### src/logic/timer_ctrl_pkg.sv
// package: register map, field layout and state types of timer control
`default_nettype none
package timer_ctrl_pkg;
  // ==========================================================
  // register indices; byte address is four times the index
  localparam logic [7:0] IDX_CONFIG = 8'h00; // enable, reset, guard
  localparam logic [7:0] IDX_PERIOD = 8'h01; // counter top value
  localparam logic [7:0] IDX_COUNT = 8'h02; // live count, read only
  localparam logic [7:0] IDX_STATUS = 8'h03; // running, pending
  localparam logic [7:0] IDX_CLEAR = 8'h04; // control_b_clear_access
  localparam logic [7:0] IDX_SET = 8'h05; // control_b_set_access

  // ==========================================================
  // field positions of the control byte
  localparam int CMD_LSB = 6; // command field 7:6
  localparam int SINGLE_RUN_POS = 2; // single_run_bit
  localparam int DIR_POS = 0; // direction, one counts down
  // field positions of the config byte
  localparam int CFG_ENABLE_POS = 0;
  localparam int CFG_SWRST_POS = 1;
  localparam int CFG_GUARD_POS = 2;

  // ==========================================================
  // reset values and timing counts
  localparam logic [7:0] CTRL_RESET = 8'h00;
  localparam logic [7:0] PERIOD_RESET = 8'hFF;
  localparam int unsigned PRESCALE_DIV_DEF = 4; // bus cycles per tick

  // ==========================================================
  // command codes
  typedef enum logic [1:0] {
    CMD_NONE = 2'h0,
    CMD_RETRIGGER = 2'h1,
    CMD_STOP = 2'h2,
    CMD_RESERVED = 2'h3
  } cmd_t;

  // bus handshake states, one-hot
  typedef enum logic [1:0] {
    BUS_IDLE = 2'b01,
    BUS_ACK = 2'b10
  } bus_state_t;

  // ==========================================================
  // state carriers
  typedef struct packed {
    bus_state_t bus; // handshake phase
    logic waitreq; // registered waitrequest
    logic [31:0] rdata; // registered read data
    cmd_t cmd_pend; // command waiting for a tick
    logic single_run; // halt at next wrap
    logic dir_down; // count direction
    logic [7:0] period; // top value
    logic enable; // prescaler running
    logic guard; // write protection
    logic swrst; // one-cycle soft reset
  } main_state_t;

  typedef struct packed {
    logic [7:0] count; // prescaler count
    logic tick; // one-cycle tick
  } presc_state_t;

  typedef struct packed {
    logic [7:0] count; // timer count
    logic running; // counting enabled
  } core_state_t;
endpackage
`default_nettype wire

### src/logic/timer_tick_prescaler.sv
// prescaler that makes the one-cycle prescaled timer tick
`timescale 1ns/1ns
`default_nettype none
module timer_tick_prescaler #(
  parameter int unsigned DIV = timer_ctrl_pkg::PRESCALE_DIV_DEF
) (
  input wire logic ref_clk_in,
  input wire logic arst_n_in,
  input wire logic enable_in,
  input wire logic clear_in,
  output logic tick_out
);
  // ==========================================================
  // state
  localparam logic [7:0] DIV_M1 = 8'(DIV - 1); // last count
  timer_ctrl_pkg::presc_state_t st_r; // registered state
  timer_ctrl_pkg::presc_state_t st_nxt; // next state

  // next state: count to DIV_M1, then pulse tick
  always_comb
  begin
    st_nxt = st_r;
    st_nxt.tick = 1'b0;
    if (clear_in || !enable_in)
    begin
      st_nxt.count = 8'h00; // hold at start
    end
    else if (st_r.count == DIV_M1)
    begin
      st_nxt.count = 8'h00;
      st_nxt.tick = 1'b1; // one tick per DIV cycles
    end
    else
    begin
      st_nxt.count = st_r.count + 8'h01;
    end
  end

  // register the state
  always_ff @(posedge ref_clk_in or negedge arst_n_in)
  begin
    if (!arst_n_in)
    begin
      st_r <= '0;
    end
    else
    begin
      st_r <= st_nxt;
    end
  end

  assign tick_out = st_r.tick;
endmodule // timer_tick_prescaler
`default_nettype wire

### src/logic/timer_count_core.sv
// counter core: wraps, halts in single run, obeys commands on tick
`timescale 1ns/1ns
`default_nettype none
module timer_count_core (
  input wire logic ref_clk_in,
  input wire logic arst_n_in,
  input wire logic tick_in,
  input wire logic clear_in,
  input wire logic retrigger_in,
  input wire logic stop_in,
  input wire logic dir_down_in,
  input wire logic single_run_in,
  input wire logic [7:0] period_in,
  output logic [7:0] count_out,
  output logic running_out
);
  // ==========================================================
  // state
  timer_ctrl_pkg::core_state_t st_r; // registered state
  timer_ctrl_pkg::core_state_t st_nxt; // next state
  logic wrap; // count at its end value

  // next state, moves only on a tick or a clear
  always_comb
  begin
    st_nxt = st_r;
    wrap = dir_down_in ? (st_r.count == 8'h00)
                       : (st_r.count == period_in);
    if (clear_in)
    begin
      st_nxt = '0; // soft reset
    end
    else if (tick_in && retrigger_in)
    begin
      st_nxt.running = 1'b1; // start or restart
      st_nxt.count = dir_down_in ? period_in : 8'h00;
    end
    else if (tick_in && stop_in)
    begin
      st_nxt.running = 1'b0; // forced stop
    end
    else if (tick_in && st_r.running)
    begin
      if (wrap)
      begin
        // wrap around; halt here when single run
        st_nxt.count = dir_down_in ? period_in : 8'h00;
        st_nxt.running = !single_run_in;
      end
      else if (dir_down_in)
      begin
        st_nxt.count = st_r.count - 8'h01;
      end
      else
      begin
        st_nxt.count = st_r.count + 8'h01;
      end
    end
  end

  // register the state
  always_ff @(posedge ref_clk_in or negedge arst_n_in)
  begin
    if (!arst_n_in)
    begin
      st_r <= '0;
    end
    else
    begin
      st_r <= st_nxt;
    end
  end

  assign count_out = st_r.count;
  assign running_out = st_r.running;
endmodule // timer_count_core
`default_nettype wire

### src/logic/timer_control_set_clear.sv
// timer control with set/clear register pair on an Avalon-MM slave
// Contract
// - set register at index 0x05 sets control
// - commands execute on next prescaled tick
// - command field reads zero once executed
// - 1 retrigger, 2 stop, 3 reserved
// - writing command zero changes nothing
// - clear-side command ones cancel pending command
// - single run halts at next wrap
// - clear-side one disables single run
// - clear-side one on direction counts up
// - clear ones clear, set ones set
// - set and clear read back identical
// - clear wins when both written together
// - reserved bits read zero
// - reset to 0x00, also on soft reset
// - accesses handshaked, pair and period writes guarded
// - read-only ignores writes
`timescale 1ns/1ns
`default_nettype none
module timer_control_set_clear #(
  parameter int unsigned PRESCALE_DIV = timer_ctrl_pkg::PRESCALE_DIV_DEF
) (
  input wire logic ref_clk_in,
  input wire logic arst_n_in,
  input wire logic [9:0] avs_address_in,
  input wire logic avs_read_in,
  input wire logic avs_write_in,
  input wire logic [31:0] avs_writedata_in,
  input wire logic [3:0] avs_byteenable_in,
  output logic [31:0] avs_readdata_out,
  output logic avs_waitrequest_out,
  output logic [7:0] count_value_out,
  output logic counter_running_out
);
  // ==========================================================
  // reset image of the whole state
  localparam timer_ctrl_pkg::main_state_t MAIN_RESET = '{
    bus: timer_ctrl_pkg::BUS_IDLE,
    waitreq: 1'b1,
    rdata: 32'h0000_0000,
    cmd_pend: timer_ctrl_pkg::CMD_NONE,
    single_run: 1'b0,
    dir_down: 1'b0,
    period: timer_ctrl_pkg::PERIOD_RESET,
    enable: 1'b0,
    guard: 1'b0,
    swrst: 1'b0
  };

  // ==========================================================
  // declarations
  timer_ctrl_pkg::main_state_t st_r; // registered state
  timer_ctrl_pkg::main_state_t st_nxt; // next state
  logic tick; // prescaled timer tick
  logic [7:0] core_count; // live count
  logic core_running; // counter running
  logic wr_commit; // write takes effect now
  logic rd_start; // read request seen in idle
  logic [7:0] set_mask; // ones written to set view
  logic [7:0] clr_mask; // ones written to clear view
  logic [1:0] set_cmd; // command field of a set write
  logic cfg_wr; // config write
  logic period_wr; // period write
  logic retrigger_go; // retrigger executes this tick
  logic stop_go; // stop executes this tick

  // address decode against a register index
  function automatic logic reg_hit(input logic [9:0] addr,
                                   input logic [7:0] idx);
    reg_hit = (addr == {idx, 2'b00});
  endfunction

  // control byte image, shared by both views
  function automatic logic [7:0] ctrl_image(
    input timer_ctrl_pkg::main_state_t s);
    ctrl_image = timer_ctrl_pkg::CTRL_RESET;
    ctrl_image[timer_ctrl_pkg::CMD_LSB +: 2] = s.cmd_pend;
    ctrl_image[timer_ctrl_pkg::SINGLE_RUN_POS] = s.single_run;
    ctrl_image[timer_ctrl_pkg::DIR_POS] = s.dir_down;
  endfunction

  // ==========================================================
  // next state logic
  always_comb
  begin
    logic [7:0] rd_byte;
    rd_byte = 8'h00;
    st_nxt = st_r;
    st_nxt.swrst = 1'b0;
    // a write lands only on the edge where waitrequest is low
    wr_commit = (st_r.bus == timer_ctrl_pkg::BUS_ACK) && avs_write_in
                && avs_byteenable_in[0];
    rd_start = (st_r.bus == timer_ctrl_pkg::BUS_IDLE) && avs_read_in;
    // guarded pair writes are dropped
    set_mask = (wr_commit && !st_r.guard
                && reg_hit(avs_address_in, timer_ctrl_pkg::IDX_SET))
               ? avs_writedata_in[7:0] : 8'h00;
    clr_mask = (wr_commit && !st_r.guard
                && reg_hit(avs_address_in, timer_ctrl_pkg::IDX_CLEAR))
               ? avs_writedata_in[7:0] : 8'h00;
    set_cmd = set_mask[timer_ctrl_pkg::CMD_LSB +: 2];
    cfg_wr = wr_commit
             && reg_hit(avs_address_in, timer_ctrl_pkg::IDX_CONFIG);
    period_wr = wr_commit && !st_r.guard
                && reg_hit(avs_address_in, timer_ctrl_pkg::IDX_PERIOD);
    // commands fire only on a tick
    retrigger_go = tick
                   && (st_r.cmd_pend == timer_ctrl_pkg::CMD_RETRIGGER);
    stop_go = tick && (st_r.cmd_pend == timer_ctrl_pkg::CMD_STOP);

    // bus handshake
    case (st_r.bus)
      timer_ctrl_pkg::BUS_IDLE:
      begin
        if (avs_read_in || avs_write_in)
        begin
          st_nxt.bus = timer_ctrl_pkg::BUS_ACK;
          st_nxt.waitreq = 1'b0;
        end
      end
      timer_ctrl_pkg::BUS_ACK:
      begin
        st_nxt.bus = timer_ctrl_pkg::BUS_IDLE;
        st_nxt.waitreq = 1'b1;
      end
      default:
      begin
        st_nxt.bus = timer_ctrl_pkg::BUS_IDLE;
        st_nxt.waitreq = 1'b1;
      end
    endcase

    // read mux, unmapped and reserved read zero
    if (rd_start)
    begin
      if (reg_hit(avs_address_in, timer_ctrl_pkg::IDX_SET)
          || reg_hit(avs_address_in, timer_ctrl_pkg::IDX_CLEAR))
      begin
        rd_byte = ctrl_image(st_r);
      end
      else if (reg_hit(avs_address_in, timer_ctrl_pkg::IDX_CONFIG))
      begin
        rd_byte[timer_ctrl_pkg::CFG_ENABLE_POS] = st_r.enable;
        rd_byte[timer_ctrl_pkg::CFG_GUARD_POS] = st_r.guard;
      end
      else if (reg_hit(avs_address_in, timer_ctrl_pkg::IDX_PERIOD))
      begin
        rd_byte = st_r.period;
      end
      else if (reg_hit(avs_address_in, timer_ctrl_pkg::IDX_COUNT))
      begin
        rd_byte = core_count;
      end
      else if (reg_hit(avs_address_in, timer_ctrl_pkg::IDX_STATUS))
      begin
        rd_byte = {6'h00,
                   st_r.cmd_pend != timer_ctrl_pkg::CMD_NONE,
                   core_running};
      end
      st_nxt.rdata = {24'h00_0000, rd_byte};
    end

    // executed command clears the pending field
    if (tick)
    begin
      st_nxt.cmd_pend = timer_ctrl_pkg::CMD_NONE;
    end
    // set view: only live codes load, 0 and 3 leave the pending command as is
    if (set_cmd == timer_ctrl_pkg::CMD_RETRIGGER
        || set_cmd == timer_ctrl_pkg::CMD_STOP)
    begin
      st_nxt.cmd_pend = timer_ctrl_pkg::cmd_t'(set_cmd);
    end
    else if (set_cmd == timer_ctrl_pkg::CMD_NONE && !tick)
    begin
      st_nxt.cmd_pend = st_r.cmd_pend;
    end
    // clear view: any command one cancels what waits
    if (clr_mask[timer_ctrl_pkg::CMD_LSB +: 2] != 2'b00)
    begin
      st_nxt.cmd_pend = timer_ctrl_pkg::CMD_NONE;
    end
    // set ones set, clear ones clear, clear applied last
    st_nxt.single_run =
      (st_r.single_run | set_mask[timer_ctrl_pkg::SINGLE_RUN_POS])
      & ~clr_mask[timer_ctrl_pkg::SINGLE_RUN_POS];
    st_nxt.dir_down =
      (st_r.dir_down | set_mask[timer_ctrl_pkg::DIR_POS])
      & ~clr_mask[timer_ctrl_pkg::DIR_POS];

    // config and period
    if (cfg_wr)
    begin
      st_nxt.enable = avs_writedata_in[timer_ctrl_pkg::CFG_ENABLE_POS];
      st_nxt.guard = avs_writedata_in[timer_ctrl_pkg::CFG_GUARD_POS];
      st_nxt.swrst = avs_writedata_in[timer_ctrl_pkg::CFG_SWRST_POS];
    end
    if (period_wr)
    begin
      st_nxt.period = avs_writedata_in[7:0];
    end

    // soft reset returns control to reset values
    if (st_r.swrst)
    begin
      st_nxt.cmd_pend = timer_ctrl_pkg::CMD_NONE;
      st_nxt.single_run = 1'b0;
      st_nxt.dir_down = 1'b0;
      st_nxt.period = timer_ctrl_pkg::PERIOD_RESET;
      st_nxt.enable = 1'b0;
    end
  end

  // register the state
  always_ff @(posedge ref_clk_in or negedge arst_n_in)
  begin
    if (!arst_n_in)
    begin
      st_r <= MAIN_RESET;
    end
    else
    begin
      st_r <= st_nxt;
    end
  end

  // ==========================================================
  // tick source and counter
  timer_tick_prescaler #(
    .DIV(PRESCALE_DIV)
  ) u_prescaler (
    .ref_clk_in(ref_clk_in),
    .arst_n_in(arst_n_in),
    .enable_in(st_r.enable),
    .clear_in(st_r.swrst),
    .tick_out(tick)
  );

  timer_count_core u_core (
    .ref_clk_in(ref_clk_in),
    .arst_n_in(arst_n_in),
    .tick_in(tick),
    .clear_in(st_r.swrst),
    .retrigger_in(retrigger_go),
    .stop_in(stop_go),
    .dir_down_in(st_r.dir_down),
    .single_run_in(st_r.single_run),
    .period_in(st_r.period),
    .count_out(core_count),
    .running_out(core_running)
  );

  // outputs straight from flops
  assign avs_readdata_out = st_r.rdata;
  assign avs_waitrequest_out = st_r.waitreq;
  assign count_value_out = core_count;
  assign counter_running_out = core_running;
endmodule // timer_control_set_clear
`default_nettype wire

### config.mk
export PLATFORM = sky130hd
export DESIGN_NAME = timer_control_set_clear
export DESIGN_NICKNAME = d
export VERILOG_FILES = /design/src/logic/timer_ctrl_pkg.sv /design/src/logic/timer_tick_prescaler.sv /design/src/logic/timer_count_core.sv /design/src/logic/timer_control_set_clear.sv
export SDC_FILE = /design/constraint.sdc
export NUM_CORES = 1
export LEC_CHECK = 0
export ABC_AREA = 0
export BUFFER_PORTS_ARGS = -buffer_cell sky130_fd_sc_hd__buf_2
export CAP_MARGIN = 10
export CORE_UTILIZATION = 54
export DETAILED_ROUTE_END_ITERATION = 8
export GPL_ROUTABILITY_DRIVEN = 0
export GPL_TIMING_DRIVEN = 0
export PLACE_DENSITY = 0.93
export SYNTH_ARGS = -nofsm -noshare
export SYNTH_HDL_FRONTEND = slang
export SYNTH_HIERARCHICAL = 1
export SYNTH_SLANG_ARGS = --single-unit
### constraint.sdc
create_clock -name ref_clk_in -period 6.1 [get_ports ref_clk_in]
set_input_delay 0.305 -clock ref_clk_in [delete_from_list [all_inputs] [get_ports ref_clk_in]]
set_output_delay 0.305 -clock ref_clk_in [all_outputs]
set_load 0.1 [all_outputs]
# ---- Word level (Yosys, flattened, before mapping)
# Index checks and enable logic that the tools add are counted.
dict set report totals {
  output_inout_bits 42
  register_bits 44
}
dict set report classes {
  addsub 3
  n_reduce_logical 36
  bitwise 6
  muxes 33
  eq_ne 16
}
# cell n
set ops {}
lappend ops {{8-bit two-way mux} 12}
lappend ops {{9-bit two-way mux} 3}
lappend ops {{10-bit by 4-bit == test with 1-bit output (second input constant)} 2}
lappend ops {{10-bit by 5-bit == test with 1-bit output (second input constant)} 2}
lappend ops {{8-bit by 1-bit adder with 8-bit output (second input constant)} 2}
lappend ops {{1-bit logical AND} 14}
lappend ops {{13-bit two-way mux} 1}
lappend ops {{4-bit nonzero test} 3}
lappend ops {{10-bit by 3-bit == test with 1-bit output (second input constant)} 1}
lappend ops {{10-bit logical NOT} 1}
lappend ops {{2-bit two-way mux} 5}
lappend ops {{3-bit two-way mux} 3}
lappend ops {{8-bit by 2-bit == test with 1-bit output (second input constant)} 1}
lappend ops {{8-bit == test} 1}
lappend ops {{8-bit logical NOT} 1}
lappend ops {{1-bit two-way mux} 8}
lappend ops {{2-bit nonzero test} 4}
lappend ops {{8-bit by 1-bit subtractor with 8-bit output (second input constant)} 1}
lappend ops {{2-bit by 1-bit == test with 1-bit output (second input constant)} 3}
lappend ops {{2-bit == test (second input constant)} 3}
lappend ops {{2-bit AND reduction} 3}
lappend ops {{5-bit two-way mux} 1}
lappend ops {{1-bit logical NOT} 4}
lappend ops {{1-bit logical OR} 4}
lappend ops {{8 further kinds} 11}

# ---- Logic depth before layout (Yosys ltp)
dict set report logic_depth {
  depth_word 12
  ltp_mapped 9
  depth_no_buf 8
}

# ---- By module
# Netlist, hierarchy kept.
# module seq_area_each_um2 area_each_um2 n_inst cells_each
set by_module_without_submodules {}
lappend by_module_without_submodules {timer_control_set_clear 636.9 1712.9 1 171}
lappend by_module_without_submodules {timer_count_core 225.2 900.9 1 104}
lappend by_module_without_submodules {timer_tick_prescaler 225.2 427.9 1 42}

# ---- Worst setup path after synthesis
# No wires, ideal clock.
dict set report synth_timing {
  path_kind {reg2reg}
  startpoint {register u_core.st_r (netlist bit u_core/count_out[2])}
  endpoint {register u_core.st_r (netlist bit u_core/count_out[6])}
  required_ns 5.964
  n_path_buf 0
  path_stages_with_launch 7
  setup_slack_ns 3.666
  t_arrival_ns 2.298
  synth_period_minus_slack_ns 2.434
  cell_sequence {dfrtp_1 ha_1 a21o_1 a21oi_1 nor4_1 a2111oi_0 o211ai_1}
}
dict set report synth_via {
  elab_chain_len 7
  word_cells_on_any_way 11
}
# item line
set synth_rtl {}
lappend synth_rtl {{start: declaration} timer_count_core.sv:19} ;# timer_ctrl_pkg::core_state_t st_r;
lappend synth_rtl {{start signal: assignment} timer_count_core.sv:70} ;# st_r <= st_nxt;
lappend synth_rtl {{8-bit by 1-bit adder with 8-bit output (tied with other cells)} timer_count_core.sv:56} ;# st_nxt.count = st_r.count + 8'h01;
lappend synth_rtl {{8-bit two-way mux or 1-bit two-way mux (tied branches)} {timer_count_core.sv:50, timer_count_core.sv:27}}
lappend synth_rtl {{8-bit two-way mux (*)} timer_count_core.sv:44} ;# if (wrap)
lappend synth_rtl {{9-bit two-way mux (*)} timer_count_core.sv:42} ;# else if (tick_in && st_r.running)
lappend synth_rtl {{8-bit two-way mux (*)} timer_count_core.sv:38} ;# else if (tick_in && stop_in)
lappend synth_rtl {{9-bit two-way mux (*)} timer_count_core.sv:33} ;# else if (tick_in && retrigger_in)
lappend synth_rtl {{9-bit two-way mux (*)} timer_count_core.sv:29} ;# if (clear_in)
# Mark *: on every way between the ends. The rest lies on a longest branch, timed or not. The select of a mux whose other input is x is not followed.
# A chain may end at the register's enable or synchronous reset.

# ---- Worst setup path in the final report
dict set report layout_timing {
  startpoint {register st_r[48] (netlist name)}
  endpoint {register st_r[14] (netlist name)}
}
dict set report layout_via {
  elab_chain_len 11
  word_cells_on_any_way 20
}
# item line
set layout_rtl {}
lappend layout_rtl {{start: declaration} timer_control_set_clear.sv:53} ;# timer_ctrl_pkg::main_state_t st_r;
lappend layout_rtl {{start signal: assignment} timer_control_set_clear.sv:224} ;# st_r <= st_nxt;
lappend layout_rtl {{2-bit == test (*)} timer_control_set_clear.sv:92} ;# wr_commit = (st_r.bus == timer_ctrl_pkg::BUS_ACK) && avs_write_in
lappend layout_rtl {{1-bit logical AND (*)} timer_control_set_clear.sv:92}
lappend layout_rtl {{1-bit logical AND (*)} timer_control_set_clear.sv:93} ;# && avs_byteenable_in[0];
lappend layout_rtl {{1-bit logical AND (*)} {timer_control_set_clear.sv:96, timer_control_set_clear.sv:99}}
lappend layout_rtl {{1-bit logical AND} timer_control_set_clear.sv:97} ;# && reg_hit(avs_address_in, timer_ctrl_pkg::IDX_SET))
lappend layout_rtl {{8-bit two-way mux} timer_control_set_clear.sv:98} ;# ? avs_writedata_in[7:0] : 8'h00;
lappend layout_rtl {{2-bit by 1-bit == test with 1-bit output or 2-bit == test (tied branches)} {timer_control_set_clear.sv:170, timer_control_set_clear.sv:171}}
lappend layout_rtl {{1-bit logical OR} timer_control_set_clear.sv:171} ;# || set_cmd == timer_ctrl_pkg::CMD_STOP)
lappend layout_rtl {{2-bit two-way mux} timer_control_set_clear.sv:170} ;# if (set_cmd == timer_ctrl_pkg::CMD_RETRIGGER
lappend layout_rtl {{2-bit two-way mux} timer_control_set_clear.sv:180} ;# if (clr_mask[timer_ctrl_pkg::CMD_LSB +: 2] != 2'b00)
lappend layout_rtl {{13-bit two-way mux} timer_control_set_clear.sv:205} ;# if (st_r.swrst)
# Mark *: on every way between the ends. The rest lies on a longest branch, timed or not.

==> implementation parameters <==
Parameter                              Value

Die
  Die Span X ... 77.1 um
  I/O pin total ... 92
  Std-Cell Core Area ... 5270 um^2
  Chip height ... 77.1 um
  Die ar. ... 5940 um^2
  Cell row count ... 26
  Effective utilization at floorplan ... 57.7%

Setup path
  Register-to-register path setup slack ... 3760 ps
  Worst reg2reg startpoint ... st_r[48]
  Library cell contributing the largest single delay on the critical path ... sky130_fd_sc_hd__dfstp_2
  Crit path cell chain ... and4b_1 -> buf_2 -> nand3b_1 -> nor4_4 -> nand3_1 -> ha_1 -> nor2_1 -> mux2i_1 -> nor3_1
  Critical path endpoint category ... flip-flop
  Required time worst endpoint ... 6260 ps
  CP delay by family, top ... simple AND/OR/NAND/NOR gates
  Delay of the slowest cell on the worst path ... 380 ps
  CP Max Fanout ... 6
  Critical Path AT ... 2510 ps
  Worst Reg2Reg Path Length in Cells ... 9
  Type of the setup path with the least slack ... flip-flop to flip-flop
  Worst reg2reg endpoint ... st_r[14]
  Kind of launch point of the worst setup path ... flip-flop
  Number of buffers and inverters on the critical path ... 1

Min path
  Min-delay worst type ... input port to asynchronous set/reset pin

Clock tree
  Clock tree sinks ... 43
  Cells resized by post-CTS repair ... 0
  Later-pin clock latency in the skew report ... 300 ps
  Max H-tree Level ... 2
  Count of hold buffers inserted by post-cts repair ... 0
  Post-CTS setup buffers ... 0
  Number of buffers on the longest clock path ... 2
  Number of clock buffers inserted by TritonCTS ... 5
  Clk root buf ... sky130_fd_sc_hd__clkbuf_8
  Clock tree from TritonCTS ... built
  Worst-path clk slew ... 80 ps

Yosys
  Largest area contributor in the netlist ... sky130_fd_sc_hd__dfrtp_1
  Number of enable-type register cells in the synthesized netlist ... 0
  Proportion of synthesized chip area in sequential cells ... 35.7%
  Leading cell type by number of instances after synthesis ... sky130_fd_sc_hd__dfrtp_1
  Gate Count Post-Synth ... 317
  Post-synthesis instance area ... 3040 um^2
  Post-synthesis sequential element count ... 43
  Yosys synthesis warning count ... 6
  Unique masters post-synth ... 68
  Commonest register cell after synthesis ... sky130_fd_sc_hd__dfrtp_1
  Post-Syn Area per Cell ... 9.60 um^2
  Fraction of synthesis flops using an asynchronous set or reset pin ... 100%
  Ranking of synthesized cells by instance count ... 34 x sky130_fd_sc_hd__dfrtp_1, 33 x sky130_fd_sc_hd__buf_4, 23 x sky130_fd_sc_hd__nor2_1
  Ranking of synthesized cells by area ... sky130_fd_sc_hd__dfrtp_1 28%, sky130_fd_sc_hd__buf_4 8.1%, sky130_fd_sc_hd__dfstp_2 7.8%
  Fraction of synthesized cell area taken by the top area cell type ... 28.0%

Final layout
  ANT cells ... 0
  Fill cell count ... 407
  Register area ... 1090 um^2
  Area occupied by multi-input gates ... 1710 um^2
  Share of layout cells above drive strength 1 ... 29.1%
  Growth of design area from synthesis to finish ... 16.2%
  Number of nets at the end of the flow ... 449

Timing
  Ratio of final minimum period to clock period ... 38.4%
  Worst slew margin ... 36.4%
  Fmax ... 427 MHz
  Hold Fails Final Rpt ... 0
  Final count of negative-setup-slack endpoints ... 0
  Final-layout worst hold slack ... 149 ps
  Post-Route Setup TNS ... 0 ps
  Worst clock skew on the final layout ... 10.4 ps
  Post-layout worst setup margin ... 3760 ps
  Setup repair after global routing missed its margin ... false
  Final Slew Violations ... 0
  Shortest clock period the worst path allows after layout ... 2340 ps
  Slew at the pin closest to its max-slew limit ... 953 ps

Route
  Detail Route Antenna Nets ... 0
  Number of design-rule violations left by the first detailed-router iteration ... 268
  Final Routed Wirelength ... 6.71 mm
  Vias after detailed routing ... 2622
  Total DRC errors in the routed layout ... 0
  Drt first pass iters ... 5
  DR WL/cell ... 14.7 um
  Mean number of vias per cell ... 5.72

Global route
  Gr ovfl total ... 0
  Global-route wire length before repair ... 11.6 mm
  Vias in the first global route ... 2500
  GR Util All Layers ... 24.6%
  Largest net degree at the start of global routing ... 44
  Antenna violations before repair ... 0

Run status
  Status ... finished clean

Power and ir drop
  Post-layout total power ... 0.000730 W
  NetSw ... 0.000259 W
  Clock group share of total power ... 31.1%
  Internal power summed over all cells ... 0.000471 W
  Part of the total power dissipated in sequential elements ... 41.8%
  Combinational Power Share ... 27.1%
  Leak Pwr ... 1.84 nW
  Switching Fraction ... 35.5%
  Power per unit of standard cell area ... 207 nW/um^2
  Maximum vdd drop ... 0.199 mV

Placed design
  Post-Place Setup Slack ... 3570 ps
  Estimated wirelength of the detail-placed design ... 5.10 mm
  Count of port buffers added during placement ... 40

Run
  Reported max-cap violation count ... 0
[cells in the final DEF (no fill, tap or decap), types with 3 or more instances in the layout]
master                     count
sky130_fd_sc_hd__a21oi_1       9
sky130_fd_sc_hd__clkbuf_1      3
sky130_fd_sc_hd__xnor2_1       7
sky130_fd_sc_hd__nand4_1       6
sky130_fd_sc_hd__dfstp_2       9
sky130_fd_sc_hd__and3_1        3
sky130_fd_sc_hd__o211ai_1      4
sky130_fd_sc_hd__clkbuf_8      6
sky130_fd_sc_hd__conb_1       24
sky130_fd_sc_hd__o31ai_1       4
sky130_fd_sc_hd__xor2_1       10
sky130_fd_sc_hd__ha_1         11
sky130_fd_sc_hd__a22o_1        5
sky130_fd_sc_hd__or3_1         3
sky130_fd_sc_hd__nor3_1        9
sky130_fd_sc_hd__buf_4        33
sky130_fd_sc_hd__a32oi_1       3
sky130_fd_sc_hd__nor2b_1       3
sky130_fd_sc_hd__nand2_1      18
sky130_fd_sc_hd__inv_1        12
sky130_fd_sc_hd__o21ai_0       8
sky130_fd_sc_hd__dfrtp_1      34
sky130_fd_sc_hd__nand3b_1      4
sky130_fd_sc_hd__nand2b_1      9
sky130_fd_sc_hd__nor2_1       23
sky130_fd_sc_hd__mux2i_1      14
sky130_fd_sc_hd__nand3_1      16
sky130_fd_sc_hd__buf_2        42
[layout make-up]
class | count | area share (%)
Inverter | 12 | 1.27
Sequential cell | 43 | 30.8
Timing Repair Buffer | 40 | 5.67
Clock inverter | 2 | 0.992
Multi-Input combinational cell | 245 | 48.4
Tap cell | 70 | 2.48
Buffer | 40 | 8.04
Clock buffer | 6 | 2.34
[metrics by stage]
step           area (um^2)  utilization, %  cells
5_1_grt               3530            67.0    458
3_3_place_gp          3420            64.8    450
4_1_cts               3530            67.0    458
6_report              3530            67.0    458
2_1_floorplan         3130               -    340
3_5_place_dp          3420            64.8    450
[flip-flops by register name, summed over array words and instances (netlist names)]
name                  cells
avs_readdata_out          8
st_r                     17
u_core/count_out          8
u_core/running_out        1
u_prescaler/st_r          8
u_prescaler/tick_out      1
[cells by family after synthesis]
family | after synthesis | synth area share [%]
and+or+nand+nor | 121 | 24.2
AOI/OAI and AO/OA | 56 | 14.1
buffers and inverters | 52 | 10.8
DFF | 43 | 35.7
xor gates and xnor gates | 17 | 4.90
muxes | 15 | 4.98
adders and majority gates | 12 | 5.18
other | 1 | 0.123
[power groups by stage]
stage                     clock network, W  logic (W)  registers [W]
after global routing              0.000245   0.000208       0.000307
after detailed placement                 0   0.000197       0.000311
after global placement                   0   0.000194       0.000310
final                             0.000227   0.000198       0.000305
after CTS                         0.000231   0.000198       0.000305
after floorplan                          0   0.000141       0.000335
[worst max path at each step]
stage / from / endpoint / slack [ps] / cells after the start
2_1_floorplan: u_core/count_out[2] / u_core/count_out[6] / 3670 / 6
5_1_grt: st_r[48] / st_r[14] / 3640 / 9
3_3_place_gp: avs_address_in[1] / st_r[14] / 3700 / 8
4_1_cts: st_r[48] / st_r[14] / 3760 / 9
3_5_place_dp: avs_address_in[1] / st_r[14] / 3570 / 8
6_report: st_r[48] / st_r[14] / 3760 / 9
[worst reg2reg max path: stages, from the launching register on]
cell and delay, ps:
sky130_fd_sc_hd__dfstp_2 380, sky130_fd_sc_hd__and4b_1 230, sky130_fd_sc_hd__buf_2 160, sky130_fd_sc_hd__nand3b_1 180, sky130_fd_sc_hd__nor4_4 270, sky130_fd_sc_hd__nand3_1 150, sky130_fd_sc_hd__ha_1 310, sky130_fd_sc_hd__nor2_1 200
sky130_fd_sc_hd__mux2i_1 260, sky130_fd_sc_hd__nor3_1 80
[layer usage]
metal,part of all wire [%],vias up,track usage (%)
met5,0,-,0
met1,42,1234,31.0
met3,6.5,18,4.88
met2,49,123,40.5
li1,-,1247,-
met4,2.4,0,11.7
No activity file was read; power rests on OpenSTA's default activity.
